`src/rtl/isrc_regs.svh`:
```
`ifndef ISRC_REGS_SVH
`define ISRC_REGS_SVH

// Register byte offsets
`define ISRC_OFF_PSC0      12'h000
`define ISRC_OFF_PSC1      12'h004
`define ISRC_OFF_TBC0      12'h008
`define ISRC_OFF_TBC1      12'h00C
`define ISRC_OFF_CTRL      12'h010
`define ISRC_OFF_FLAG      12'h014
`define ISRC_OFF_MFSRC     12'h018

// Prescaler source select and time-base control fields
`define ISRC_PSC_SEL_MSB   1
`define ISRC_PSC_SEL_LSB   0
`define ISRC_TBC_ON_BIT    7
`define ISRC_TBC_CODE_MSB  2
`define ISRC_TBC_CODE_LSB  0

// Control register fields
`define ISRC_CTRL_GIE      0
`define ISRC_CTRL_CMP_EN   1
`define ISRC_CTRL_ADC_EN   2
`define ISRC_CTRL_TB_EN_LSB 3
`define ISRC_CTRL_SER_EN   5
`define ISRC_CTRL_MF_EN_LSB 6

// Flag register fields
`define ISRC_FLAG_CMP      0
`define ISRC_FLAG_ADC      1
`define ISRC_FLAG_TB_LSB   2
`define ISRC_FLAG_SER      4
`define ISRC_FLAG_MF_LSB   5

// Grouped source register: flags in 7..0, enables in 15..8
`define ISRC_MFS_EN_LSB    8
`define ISRC_MF0_MASK      8'h09
`define ISRC_MF1_MASK      8'h36
`define ISRC_MF2_MASK      8'hC0

// Reset values and timing counts
`define ISRC_RST_REG       8'h00
`define ISRC_DIV4_LAST     2'h3
`define ISRC_CNT_FULL      15'h7FFF
`define ISRC_CODE_MAX      3'h7

`endif

```
`src/rtl/isrc_pkg.sv`:
```
package isrc_pkg;

    typedef enum logic [2:0]
    {
        ISRC_VEC_CMP  = 3'b000,
        ISRC_VEC_MF0  = 3'b001,
        ISRC_VEC_MF1  = 3'b010,
        ISRC_VEC_MF2  = 3'b011,
        ISRC_VEC_ADC  = 3'b100,
        ISRC_VEC_TB0  = 3'b101,
        ISRC_VEC_SER  = 3'b110,
        ISRC_VEC_TB1  = 3'b111
    } isrc_vec_t;

    typedef struct packed
    {
        logic [1:0]        cmp_sync;
        logic              cmp_prev;
        logic [1:0]        sub_sync;
        logic              sub_prev;
        logic [1:0]        div4;
        logic [1:0][1:0]   psc_sel;
        logic [1:0]        tb_on;
        logic [1:0][2:0]   tb_code;
        logic [1:0][14:0]  tb_cnt;
        logic              gie;
        logic              cmp_en;
        logic              adc_en;
        logic [1:0]        tb_en;
        logic              ser_en;
        logic [2:0]        mf_en;
        logic              cmp_f;
        logic              adc_f;
        logic [1:0]        tb_f;
        logic              ser_f;
        logic [2:0]        mf_f;
        logic [7:0]        src_f;
        logic [7:0]        src_en;
        logic              irq_req;
        isrc_vec_t         vec;
        logic              wake;
        logic [31:0]       rdata;
        logic              slverr;
        logic              acc_ok;
    } isrc_state_t;

endpackage

```
`src/rtl/isrc_top.sv`:
```
// Operation
// - Comparator output toggle sets its flag
// - Comparator call needs global, own enable, room
// - Comparator service clears flag and global enable
// - Three grouped channels fed by timer, voltage, memory
// - Any member flag rising sets group flag
// - Group service clears group flag, global; keeps member flags
// - Conversion end sets converter flag
// - Converter call gated; service clears flag, global
// - Each tick divider overflow sets its flag
// - Tick call needs global, unit enable, room
// - Tick service clears its flag, global enable
// - Prescaler source: system, system/4, sub clock
// - Control bit 7 switches tick unit on
// - Period code gives 2^(8+code) prescaler periods
// - Unimplemented select and control bits read zero
// - Timer compare A and P flags, own enables
// - Timer call needs global, source, group enable
// - Serial byte, address match, timeout set flag
// - Serial call gated; service clears flag, global
// - Flags set even while enable is low
// - Full stack blocks every request
// - Any flag rising produces a wake-up pulse
`timescale 1ns/100ps
`include "isrc_regs.svh"

module isrc_top
(
    input  wire logic        ref_clk_i,
    input  wire logic        srst_i,
    input  wire logic        ce_i,
    input  wire logic        psel_i,
    input  wire logic        penable_i,
    input  wire logic        pwrite_i,
    input  wire logic [11:0] paddr_i,
    input  wire logic [31:0] pwdata_i,
    output logic      [31:0] prdata_o,
    output logic             pready_o,
    output logic             pslverr_o,
    input  wire logic        cmp_out_i,
    input  wire logic        sub_clk_i,
    input  wire logic        adc_done_i,
    input  wire logic [2:0]  tm_a_match_i,
    input  wire logic [2:0]  tm_p_match_i,
    input  wire logic        lvd_detect_i,
    input  wire logic        ee_done_i,
    input  wire logic        serial_byte_i,
    input  wire logic        serial_addr_match_i,
    input  wire logic        serial_timeout_i,
    input  wire logic        stack_full_i,
    input  wire logic        irq_ack_i,
    input  wire logic        reti_i,
    output logic             irq_req_o,
    output logic [2:0]       irq_vector_o,
    output logic             wake_o
);

    isrc_pkg::isrc_state_t s;
    isrc_pkg::isrc_state_t n;

    logic [1:0] psc_tick;
    logic [1:0] tb_ovf;
    logic       sub_rise;
    logic       wr_done;
    logic [7:0] elig;
    logic [7:0] src_rise;
    logic [7:0] src_act;

    // Mask of counter bits whose all-ones state ends one period
    function automatic logic [14:0] period_mask(input logic [2:0] code);
        period_mask = `ISRC_CNT_FULL >> (`ISRC_CODE_MAX - code);
    endfunction

    // Prescaler clock tick for one source select code
    function automatic logic psc_pulse(input logic [1:0] sel, input logic [1:0] div4, input logic sub_edge);
        logic p;
        p = 1'b0;
        case (sel)
            2'b00:   p = 1'b1;
            2'b01:   p = (div4 == `ISRC_DIV4_LAST);
            default: p = sub_edge;
        endcase
        psc_pulse = p;
    endfunction

    function automatic logic [31:0] read_mux(input logic [11:0] a, input isrc_pkg::isrc_state_t r);
        logic [31:0] d;
        d = 32'h0000_0000;
        case (a)
            `ISRC_OFF_PSC0:  d = {30'h0, r.psc_sel[0]};
            `ISRC_OFF_PSC1:  d = {30'h0, r.psc_sel[1]};
            `ISRC_OFF_TBC0:  d = {24'h0, r.tb_on[0], 4'h0, r.tb_code[0]};
            `ISRC_OFF_TBC1:  d = {24'h0, r.tb_on[1], 4'h0, r.tb_code[1]};
            `ISRC_OFF_CTRL:  d = {23'h0, r.mf_en, r.ser_en, r.tb_en, r.adc_en, r.cmp_en, r.gie};
            `ISRC_OFF_FLAG:  d = {24'h0, r.mf_f, r.ser_f, r.tb_f, r.adc_f, r.cmp_f};
            `ISRC_OFF_MFSRC: d = {16'h0, r.src_en, r.src_f};
            default:         d = 32'h0000_0000;
        endcase
        read_mux = d;
    endfunction

    function automatic logic addr_mapped(input logic [11:0] a);
        addr_mapped = (a == `ISRC_OFF_PSC0) || (a == `ISRC_OFF_PSC1) || (a == `ISRC_OFF_TBC0)
                   || (a == `ISRC_OFF_TBC1) || (a == `ISRC_OFF_CTRL) || (a == `ISRC_OFF_FLAG)
                   || (a == `ISRC_OFF_MFSRC);
    endfunction

    assign sub_rise = s.sub_sync[1] & ~s.sub_prev;
    assign wr_done  = psel_i & penable_i & s.acc_ok & pwrite_i & ~s.slverr;

    always_comb
    begin
        n = s;
        // Two-stage synchronisers for the comparator level and the sub clock
        n.cmp_sync = {s.cmp_sync[0], cmp_out_i};
        n.cmp_prev = s.cmp_sync[1];
        n.sub_sync = {s.sub_sync[0], sub_clk_i};
        n.sub_prev = s.sub_sync[1];
        n.div4     = s.div4 + 2'h1;
        n.wake     = 1'b0;

        for (int u = 0; u < 2; u++)
        begin
            psc_tick[u] = psc_pulse(s.psc_sel[u], s.div4, sub_rise);
            tb_ovf[u]   = s.tb_on[u] & psc_tick[u]
                        & ((s.tb_cnt[u] & period_mask(s.tb_code[u])) == period_mask(s.tb_code[u]));
            if (!s.tb_on[u])
            begin
                n.tb_cnt[u] = 15'h0000;
            end
            else if (tb_ovf[u])
            begin
                n.tb_cnt[u] = 15'h0000;
            end
            else if (psc_tick[u])
            begin
                n.tb_cnt[u] = s.tb_cnt[u] + 15'h0001;
            end
        end

        // Bus: setup captures read data, access completes the transfer
        if (psel_i && !penable_i)
        begin
            n.acc_ok = 1'b1;
            n.rdata  = read_mux(paddr_i, s);
            n.slverr = ~addr_mapped(paddr_i);
        end
        else if (psel_i && penable_i && s.acc_ok)
        begin
            n.acc_ok = 1'b0;
        end

        if (wr_done)
        begin
            case (paddr_i)
                `ISRC_OFF_PSC0:  n.psc_sel[0] = pwdata_i[`ISRC_PSC_SEL_MSB:`ISRC_PSC_SEL_LSB];
                `ISRC_OFF_PSC1:  n.psc_sel[1] = pwdata_i[`ISRC_PSC_SEL_MSB:`ISRC_PSC_SEL_LSB];
                `ISRC_OFF_TBC0:
                begin
                    n.tb_on[0]   = pwdata_i[`ISRC_TBC_ON_BIT];
                    n.tb_code[0] = pwdata_i[`ISRC_TBC_CODE_MSB:`ISRC_TBC_CODE_LSB];
                end
                `ISRC_OFF_TBC1:
                begin
                    n.tb_on[1]   = pwdata_i[`ISRC_TBC_ON_BIT];
                    n.tb_code[1] = pwdata_i[`ISRC_TBC_CODE_MSB:`ISRC_TBC_CODE_LSB];
                end
                `ISRC_OFF_CTRL:
                begin
                    n.gie    = pwdata_i[`ISRC_CTRL_GIE];
                    n.cmp_en = pwdata_i[`ISRC_CTRL_CMP_EN];
                    n.adc_en = pwdata_i[`ISRC_CTRL_ADC_EN];
                    n.tb_en  = pwdata_i[`ISRC_CTRL_TB_EN_LSB +: 2];
                    n.ser_en = pwdata_i[`ISRC_CTRL_SER_EN];
                    n.mf_en  = pwdata_i[`ISRC_CTRL_MF_EN_LSB +: 3];
                end
                `ISRC_OFF_FLAG:
                begin
                    n.cmp_f = pwdata_i[`ISRC_FLAG_CMP];
                    n.adc_f = pwdata_i[`ISRC_FLAG_ADC];
                    n.tb_f  = pwdata_i[`ISRC_FLAG_TB_LSB +: 2];
                    n.ser_f = pwdata_i[`ISRC_FLAG_SER];
                    n.mf_f  = pwdata_i[`ISRC_FLAG_MF_LSB +: 3];
                end
                `ISRC_OFF_MFSRC:
                begin
                    n.src_f  = pwdata_i[7:0];
                    n.src_en = pwdata_i[`ISRC_MFS_EN_LSB +: 8];
                end
                default:
                begin
                end
            endcase
        end

        // Return from service re-opens the global enable
        if (reti_i)
        begin
            n.gie = 1'b1;
        end

        // Acknowledge clears the granted flag and the global enable
        if (irq_ack_i && s.irq_req)
        begin
            n.gie = 1'b0;
            case (s.vec)
                isrc_pkg::ISRC_VEC_CMP: n.cmp_f    = 1'b0;
                isrc_pkg::ISRC_VEC_MF0: n.mf_f[0]  = 1'b0;
                isrc_pkg::ISRC_VEC_MF1: n.mf_f[1]  = 1'b0;
                isrc_pkg::ISRC_VEC_MF2: n.mf_f[2]  = 1'b0;
                isrc_pkg::ISRC_VEC_ADC: n.adc_f    = 1'b0;
                isrc_pkg::ISRC_VEC_TB0: n.tb_f[0]  = 1'b0;
                isrc_pkg::ISRC_VEC_SER: n.ser_f    = 1'b0;
                isrc_pkg::ISRC_VEC_TB1: n.tb_f[1]  = 1'b0;
                default:
                begin
                end
            endcase
        end

        // Hardware sets come last so an event beats a same-cycle clear
        if (s.cmp_sync[1] != s.cmp_prev)
        begin
            n.cmp_f = 1'b1;
        end
        if (adc_done_i)
        begin
            n.adc_f = 1'b1;
        end
        for (int u = 0; u < 2; u++)
        begin
            if (tb_ovf[u])
            begin
                n.tb_f[u] = 1'b1;
            end
        end
        if (serial_byte_i || serial_addr_match_i || serial_timeout_i)
        begin
            n.ser_f = 1'b1;
        end
        n.src_f = n.src_f | {ee_done_i, lvd_detect_i, tm_p_match_i, tm_a_match_i};

        // Group flag follows any member flag going high
        src_rise = n.src_f & ~s.src_f;
        if (|(src_rise & `ISRC_MF0_MASK))
        begin
            n.mf_f[0] = 1'b1;
        end
        if (|(src_rise & `ISRC_MF1_MASK))
        begin
            n.mf_f[1] = 1'b1;
        end
        if (|(src_rise & `ISRC_MF2_MASK))
        begin
            n.mf_f[2] = 1'b1;
        end

        // Arbitration on the updated flags so a serviced request drops at once
        src_act = n.src_f & n.src_en;
        elig[0] = n.cmp_f & n.cmp_en;
        elig[1] = n.mf_f[0] & n.mf_en[0] & |(src_act & `ISRC_MF0_MASK);
        elig[2] = n.mf_f[1] & n.mf_en[1] & |(src_act & `ISRC_MF1_MASK);
        elig[3] = n.mf_f[2] & n.mf_en[2] & |(src_act & `ISRC_MF2_MASK);
        elig[4] = n.adc_f & n.adc_en;
        elig[5] = n.tb_f[0] & n.tb_en[0];
        elig[6] = n.ser_f & n.ser_en;
        elig[7] = n.tb_f[1] & n.tb_en[1];
        n.irq_req = n.gie & ~stack_full_i & (|elig);
        n.vec     = s.vec;
        for (int i = 7; i >= 0; i--)
        begin
            if (elig[i])
            begin
                n.vec = isrc_pkg::isrc_vec_t'(i[2:0]);
            end
        end

        // Wake-up on any flag rising, enables ignored
        n.wake = (n.cmp_f & ~s.cmp_f) | (n.adc_f & ~s.adc_f) | (n.ser_f & ~s.ser_f)
               | |(n.tb_f & ~s.tb_f) | |(n.mf_f & ~s.mf_f) | |src_rise;
    end

    always_ff @(posedge ref_clk_i)
    begin
        if (srst_i)
        begin
            s <= '0;
        end
        else if (ce_i)
        begin
            s <= n;
        end
    end

    assign prdata_o     = s.rdata;
    assign pslverr_o    = s.slverr & s.acc_ok & psel_i & penable_i;
    assign pready_o     = s.acc_ok & ce_i;
    assign irq_req_o    = s.irq_req;
    assign irq_vector_o = s.vec;
    assign wake_o       = s.wake;
endmodule

```
`config.mk`:
```
export PLATFORM = sky130hd
export DESIGN_NAME = isrc_top
export DESIGN_NICKNAME = d
export VERILOG_FILES = /design/src/rtl/isrc_pkg.sv /design/src/rtl/isrc_top.sv
export VERILOG_INCLUDE_DIRS = /design/src /design/src/rtl
export SDC_FILE = /design/constraint.sdc
export NUM_CORES = 1
export LEC_CHECK = 0
export ABC_AREA = 1
export BUFFER_PORTS_ARGS = -buffer_cell sky130_fd_sc_hd__buf_2
export CAP_MARGIN = 20
export CELL_PAD_IN_SITES_DETAIL_PLACEMENT = 0
export CELL_PAD_IN_SITES_GLOBAL_PLACEMENT = 1
export CORE_ASPECT_RATIO = 1.4
export CORE_MARGIN = 2
export CORE_UTILIZATION = 35
export CTS_CLUSTER_SIZE = 14
export DETAILED_ROUTE_END_ITERATION = 8
export PLACE_DENSITY = 0.83
export SETUP_SLACK_MARGIN = 0.1
export SLEW_MARGIN = 20
export SYNTH_ARGS = -nofsm -noshare
export SYNTH_HDL_FRONTEND = slang
export SYNTH_SLANG_ARGS = --single-unit
```
`constraint.sdc`:
```
create_clock -name ref_clk_i -period 3.3 [get_ports ref_clk_i]
set_input_delay 0.495 -clock ref_clk_i [delete_from_list [all_inputs] [get_ports ref_clk_i]]
set_output_delay 0.495 -clock ref_clk_i [all_outputs]
set_load 0.1 [all_outputs]
```
## Word-level counts from Yosys, hierarchy flattened

Cells that the tools add are included.

| storage, ports and cells | value |
|---|---|
| flip-flop bits (word level) | 122 |
| bits of input ports | 67 |
| output and inout port bits | 39 |
| logic and storage cells | 191 |

| cells by class | value |
|---|---|
| add/sub/neg operators | 5 |
| eq/ne operators | 21 |
| shift operators | 2 |
| multiplexer cells | 42 |
| bitwise logic cells | 51 |
| reductions and logical operators | 38 |

Operators with widths:

| cell | number |
|---|---|
| 16-bit case mux with 7 select lines | 1 |
| 15-bit 2-to-1 mux | 6 |
| 12-bit by 5-bit == test with 1-bit output, second input constant | 3 |
| 33-bit 2-to-1 mux | 1 |
| 15-bit by 1-bit adder with 15-bit output, second input constant | 2 |
| 15-bit AND | 2 |
| 15-bit == test | 2 |
| 15-bit by 3-bit >> shifter with 15-bit output, first input constant | 2 |
| 1-bit AND | 29 |
| 12-bit by 4-bit == test with 1-bit output, second input constant | 2 |
| 3-bit 2-to-1 mux | 8 |
| 1-bit 2-to-1 mux | 20 |
| 8-bit AND | 2 |
| 16-bit 2-to-1 mux | 1 |
| 8-bit 2-to-1 mux | 2 |
| 8-bit OR reduction | 2 |
| 12-bit by 3-bit == test with 1-bit output, second input constant | 1 |
| 3-bit == test, second input constant | 4 |
| 12-bit logical NOT | 1 |
| 3-bit AND reduction | 4 |
| 2-bit AND reduction | 5 |
| 2-bit OR reduction | 5 |
| 9-bit 2-to-1 mux | 1 |
| 1-bit logical OR | 8 |
| 25 further kinds | 45 |

## Depth between registers and ports, before layout

| depth | value |
|---|---|
| word-level depth | 17 |
| gate-level depth with buffers | 18 |
| gate-level depth less buffers | 18 |

## Worst setup path before layout

OpenSTA, ideal clock, no wires.

| path | value |
|---|---|
| kind | input to output |
| start point | in psel_i |
| end point | out pslverr_o |
| arrival | 1.895 ns |
| data required time | 2.805 ns |
| path slack | 0.910 ns |
| stages on the path | 2 |
| buffers on the path | 0 |
| path through | nand3_1 > nor2_1 |

| between the ends | value |
|---|---|
| word-level cells in the longest chain between the ends | 2 |

RTL lines:

| what | RTL line | RTL |
|---|---|---|
| start: declaration | isrc_top.sv:32 | `input wire logic psel_i,` |
| 1-bit AND (2 in series) | isrc_top.sv:296 | `assign pslverr_o = s.slverr & s.acc_ok & psel_i & penable_i;` |
| end: declaration | isrc_top.sv:39 | `output logic pslverr_o,` |

Every way passes these cells.

## Worst setup path after layout

| path | value |
|---|---|
| start point | reg s[0] (netlist bit) |
| end point | reg s, in the netlist irq_vector_o[1] |

| between the ends | value |
|---|---|
| word-level cells in the longest chain between the ends | 15 |
| elaborated cells on any way between the ends | 50 |
| those cells by class | 25 x mux; 17 x bitwise; 8 x reduce/logical |

RTL lines:

| what | RTL line | RTL |
|---|---|---|
| start: declaration | isrc_top.sv:58 | `isrc_pkg::isrc_state_t s;` |
| start signal: assignment | isrc_top.sv:291 | `s <= n;` |
| 1-bit AND * (3 in series) | isrc_top.sv:109 | `assign wr_done = psel_i & penable_i & s.acc_ok & pwrite_i & ~s.slverr;` |
| 33-bit 2-to-1 mux * | isrc_top.sv:153 | `if (wr_done)` |
| 1-bit 2-to-1 mux | isrc_top.sv:206 | `case (s.vec)` |
| 8-bit 2-to-1 mux | isrc_top.sv:203 | `if (irq_ack_i && s.irq_req)` |
| 1-bit 2-to-1 mux | isrc_top.sv:237 | `if (serial_byte_i \|\| serial_addr_match_i \|\| serial_timeout_i)` |
| 1-bit AND | isrc_top.sv:266 | `elig[6] = n.ser_f & n.ser_en;` |
| 3-bit 2-to-1 mux (7 in series) | isrc_top.sv:272 | `if (elig[i])` |

Every way passes the cells marked *; elsewhere a longest branch is shown, timed or not.
A chain may end at the register's enable or synchronous reset.

==> results.cfg <==
[sta]
skew_ns = 0.0179
relSlewSlack_pct = 47.2
rsz0062_at_grt = no
timing.final.hold_violations = 0
worst_pin_slew_ns = 0.786
fin_crit_ns = 2.47
setup_viol = 0
max_freq_ghz = 0.404
final.setup.tns_ns = 0
slew_violations = 0
fin_ws_ns = 0.826
fin_crit_sh_pct = 75.0

[cells_and_area]
diodes = 0
stdcell_area_um2 = 6720
layout.nets = 1014
n_fill_cell = 1807
layout-drive-gt1-share_pct = 14.9
syn_to_final_growth_pct = 11.2

[worst_setup_path]
crit_family = simple AND/OR/NAND/NOR gates
worst_path_largest_cell_delay_ns = 0.35
crit_path_frequent_cell = nand2_1
cp-start-kind = flop
end_kind = flop
r2r-start = s[0]
critPathKind = reg2reg
reg2reg_depth = 15
rrSetupSlack_ns = 0.83
r2r-end = irq_vector_o[1]
crit_fanout = 14
path_cells = nand3_1 -> nor2_4 -> nand3_4 -> nand2_1 -> nand3_1 -> nand2_1 -> nand2_1 -> nor2_1 -> nand2_1 -> nand2_2 -> nand4_4 -> nand2_4 -> nand2_1 -> nand2_1 -> nor2_1
cp_data_required_time_ns = 3.56
cp.arrival_ns = 2.73
critPathSlowestCell = dfxtp_1
timing.critical_path.buf_inv = 0

[min_path]
min_path_type = in2reg
hold_start = sub_clk_i
worstHoldEndpoint = n[118]
hold_depth = 3

[floorplanning]
core_region_area_um2 = 16800
ioPinCount = 106
dieHeight_um = 159
start_util_pct = 35.9
die_w_um = 115
placementRows = 56
die_area_um2 = 18300

[yosys]
netlist_area_um2 = 6040
synth_seq_cells = 106
syn_inst = 898
yosysWarningCount = 0
synth_cell_types = 53
synth_top_area_share_pct = 35.1
yosys.area.top_type = dfxtp_1
synth_edf_count = 0
seq_area_frac_synth_pct = 35.1
synthArstFlopShare_pct = 0
avgSynthCellArea_um2 = 6.73
synthTopCellsByArea = dfxtp_1 (35%), nand2_1 (11%), inv_1 (7.3%)
synth_flop_cell = dfxtp_1
synth_most_common_cell = nand2_1
synthTopCellsByCount = nand2_1 (175), inv_1 (118), dfxtp_1 (106)

[placement]
place_area_um2 = 6410
numPortBuffers = 73
gp_congestion = 0.918
place_ws_ns = 0.527
hpwl_mm = 13.0

[power_and_ir_drop]
clock_power_share_pct = 37.7
p_int_w = 0.00198
p_sw_share_pct = 32.7
power.density_nw_per_um2 = 439
max-vdd-ir-drop_mv = 0.222
p_seq_share_pct = 45.9
power_switching_w = 0.000965
leakage_nw = 2.97
combPwrFrac_pct = 16.5

[clocking]
cts_hold_repair.buffers = 0
numCtsBuffers = 9
clk_pin_slew_ns = 0.09
htree_levels = 3
postCtsResizedCells = 0
cts_root_buf = clkbuf_16
clock_latency_ns = 0.36
post-cts-setup-buffers = 0
cts.sinks = 106
clock_path_buffers = 2
tritoncts = done

[global_routing]
grt_antenna_before_repair = 0
grt_pass1_vias = 5393
grt_pass1_wl_mm = 27.4
grt_overflow = 0
grt_usage_pct = 18.8
grt_max_degree = 53

[drt]
ant_nets = 0
routed_wl_mm = 17.1
wl_per_cell_um = 14.8
viasPerCell = 5.07
vias = 5836
drt_iter0_drc = 312
firstDrtPassIters = 5
drc = 0

[flow_run]
drv_cap = 0

[outcome]
status = complete, no violations
## worst max path at each step
stage	start	to	slack, ns	depth (start not counted)
6_report	s[0]	irq_vector_o[1]	0.83	15
5_1_grt	n[116]	s[100]	0.60	10
4_1_cts	s[0]	irq_vector_o[1]	0.81	15
3_5_place_dp	paddr_i[9]	irq_vector_o[1]	0.53	17
3_3_place_gp	paddr_i[9]	irq_vector_o[1]	0.55	17
2_1_floorplan	psel_i	pslverr_o	0.91	2
## flip-flops by register name, indices dropped and copies added (netlist names)
signal        count
wake_o            1
n                 4
irq_vector_o      3
irq_req_o         1
prdata_o         16
s                81
## logic make-up (layout without fill, tap and decap cells)
family	Yosys count	after routing	synth area share (%)
XOR/XNOR	6	6	0.870
buffers and inverters	187	223	14.1
other	1	16	0.0621
AND/OR/NAND/NOR	399	399	30.4
adder cells (fa/ha/maj)	3	3	0.621
flip-flops	106	106	35.1
AO/OA/AOI/OAI	196	196	18.8
## layout by cell type (no fill, tap or decap), drive strengths merged
cell / instances
and3: 2
nand2: 185
o221ai: 2
o2111ai: 1
ha: 3
a21oi: 67
buf: 83
nand3b: 3
nand4: 22
o21ai: 80
a221oi: 2
o31ai: 2
o211ai: 6
xor2: 3
a31o: 2
a31oi: 3
nor2: 115
nor4: 4
clkinv: 4
o41ai: 2
nor3b: 3
inv: 126
a211oi: 11
clkinvlp: 1
nor3: 19
o21a: 3
clkbuf: 9
conb: 16
xnor2: 3
or2: 1
o22ai: 13
nand3: 45
dfxtp: 106
o211a: 2
## power groups by stage
stage | logic (W) | clock network [W] | registers (W)
3_5_place_dp | 0.000485 | 0 | 0.00138
2_1_floorplan | 0.000392 | 0 | 0.00139
4_1_cts | 0.000487 | 0.00113 | 0.00135
6_report | 0.000485 | 0.00111 | 0.00135
3_3_place_gp | 0.000485 | 0 | 0.00138
5_1_grt | 0.000528 | 0.00118 | 0.00136
## per-stage QoR
| stage | std cells | utilization (%) | power, W | hold WS, ns |
|---|---|---|---|---|
| final | 1152 | 40.0 | 0.00295 | 0.371 |
| after global routing | 1152 | 40.0 | 0.00306 | 0.378 |
| after CTS | 1152 | 40.0 | 0.00297 | 0.368 |
| after detailed placement | 1136 | 38.1 | 0.00187 | 0.450 |
| after global placement | 1136 | 38.1 | 0.00187 | 0.440 |
| after floorplan | 913 | - | 0.00178 | 0.427 |
## per-layer routing
layer	wire length [µm]	global-route usage, %
met1	6940	21.5
met2	8910	33.7
met3	526	2.36
met4	716	9.04
met5	0	0
## worst min-delay path: stages
cell	delay [ns]
buf_2	0.08
nor2_1	0.04
nor2_1	0.08
## final cells by class
| type | count | area, µm² | area share, % |
|---|---|---|---|
| tap | 203 | 254 | 3.78 |
| multi-input combinational | 620 | 3130 | 46.6 |
| sequential | 106 | 2120 | 31.6 |
| inverter | 124 | 467 | 6.95 |
| clock inverter | 7 | 80.1 | 1.19 |
| timing repair buffer | 83 | 440 | 6.55 |
| clock buffer | 9 | 225 | 3.35 |
No activity file was read; power rests on OpenSTA's default activity.
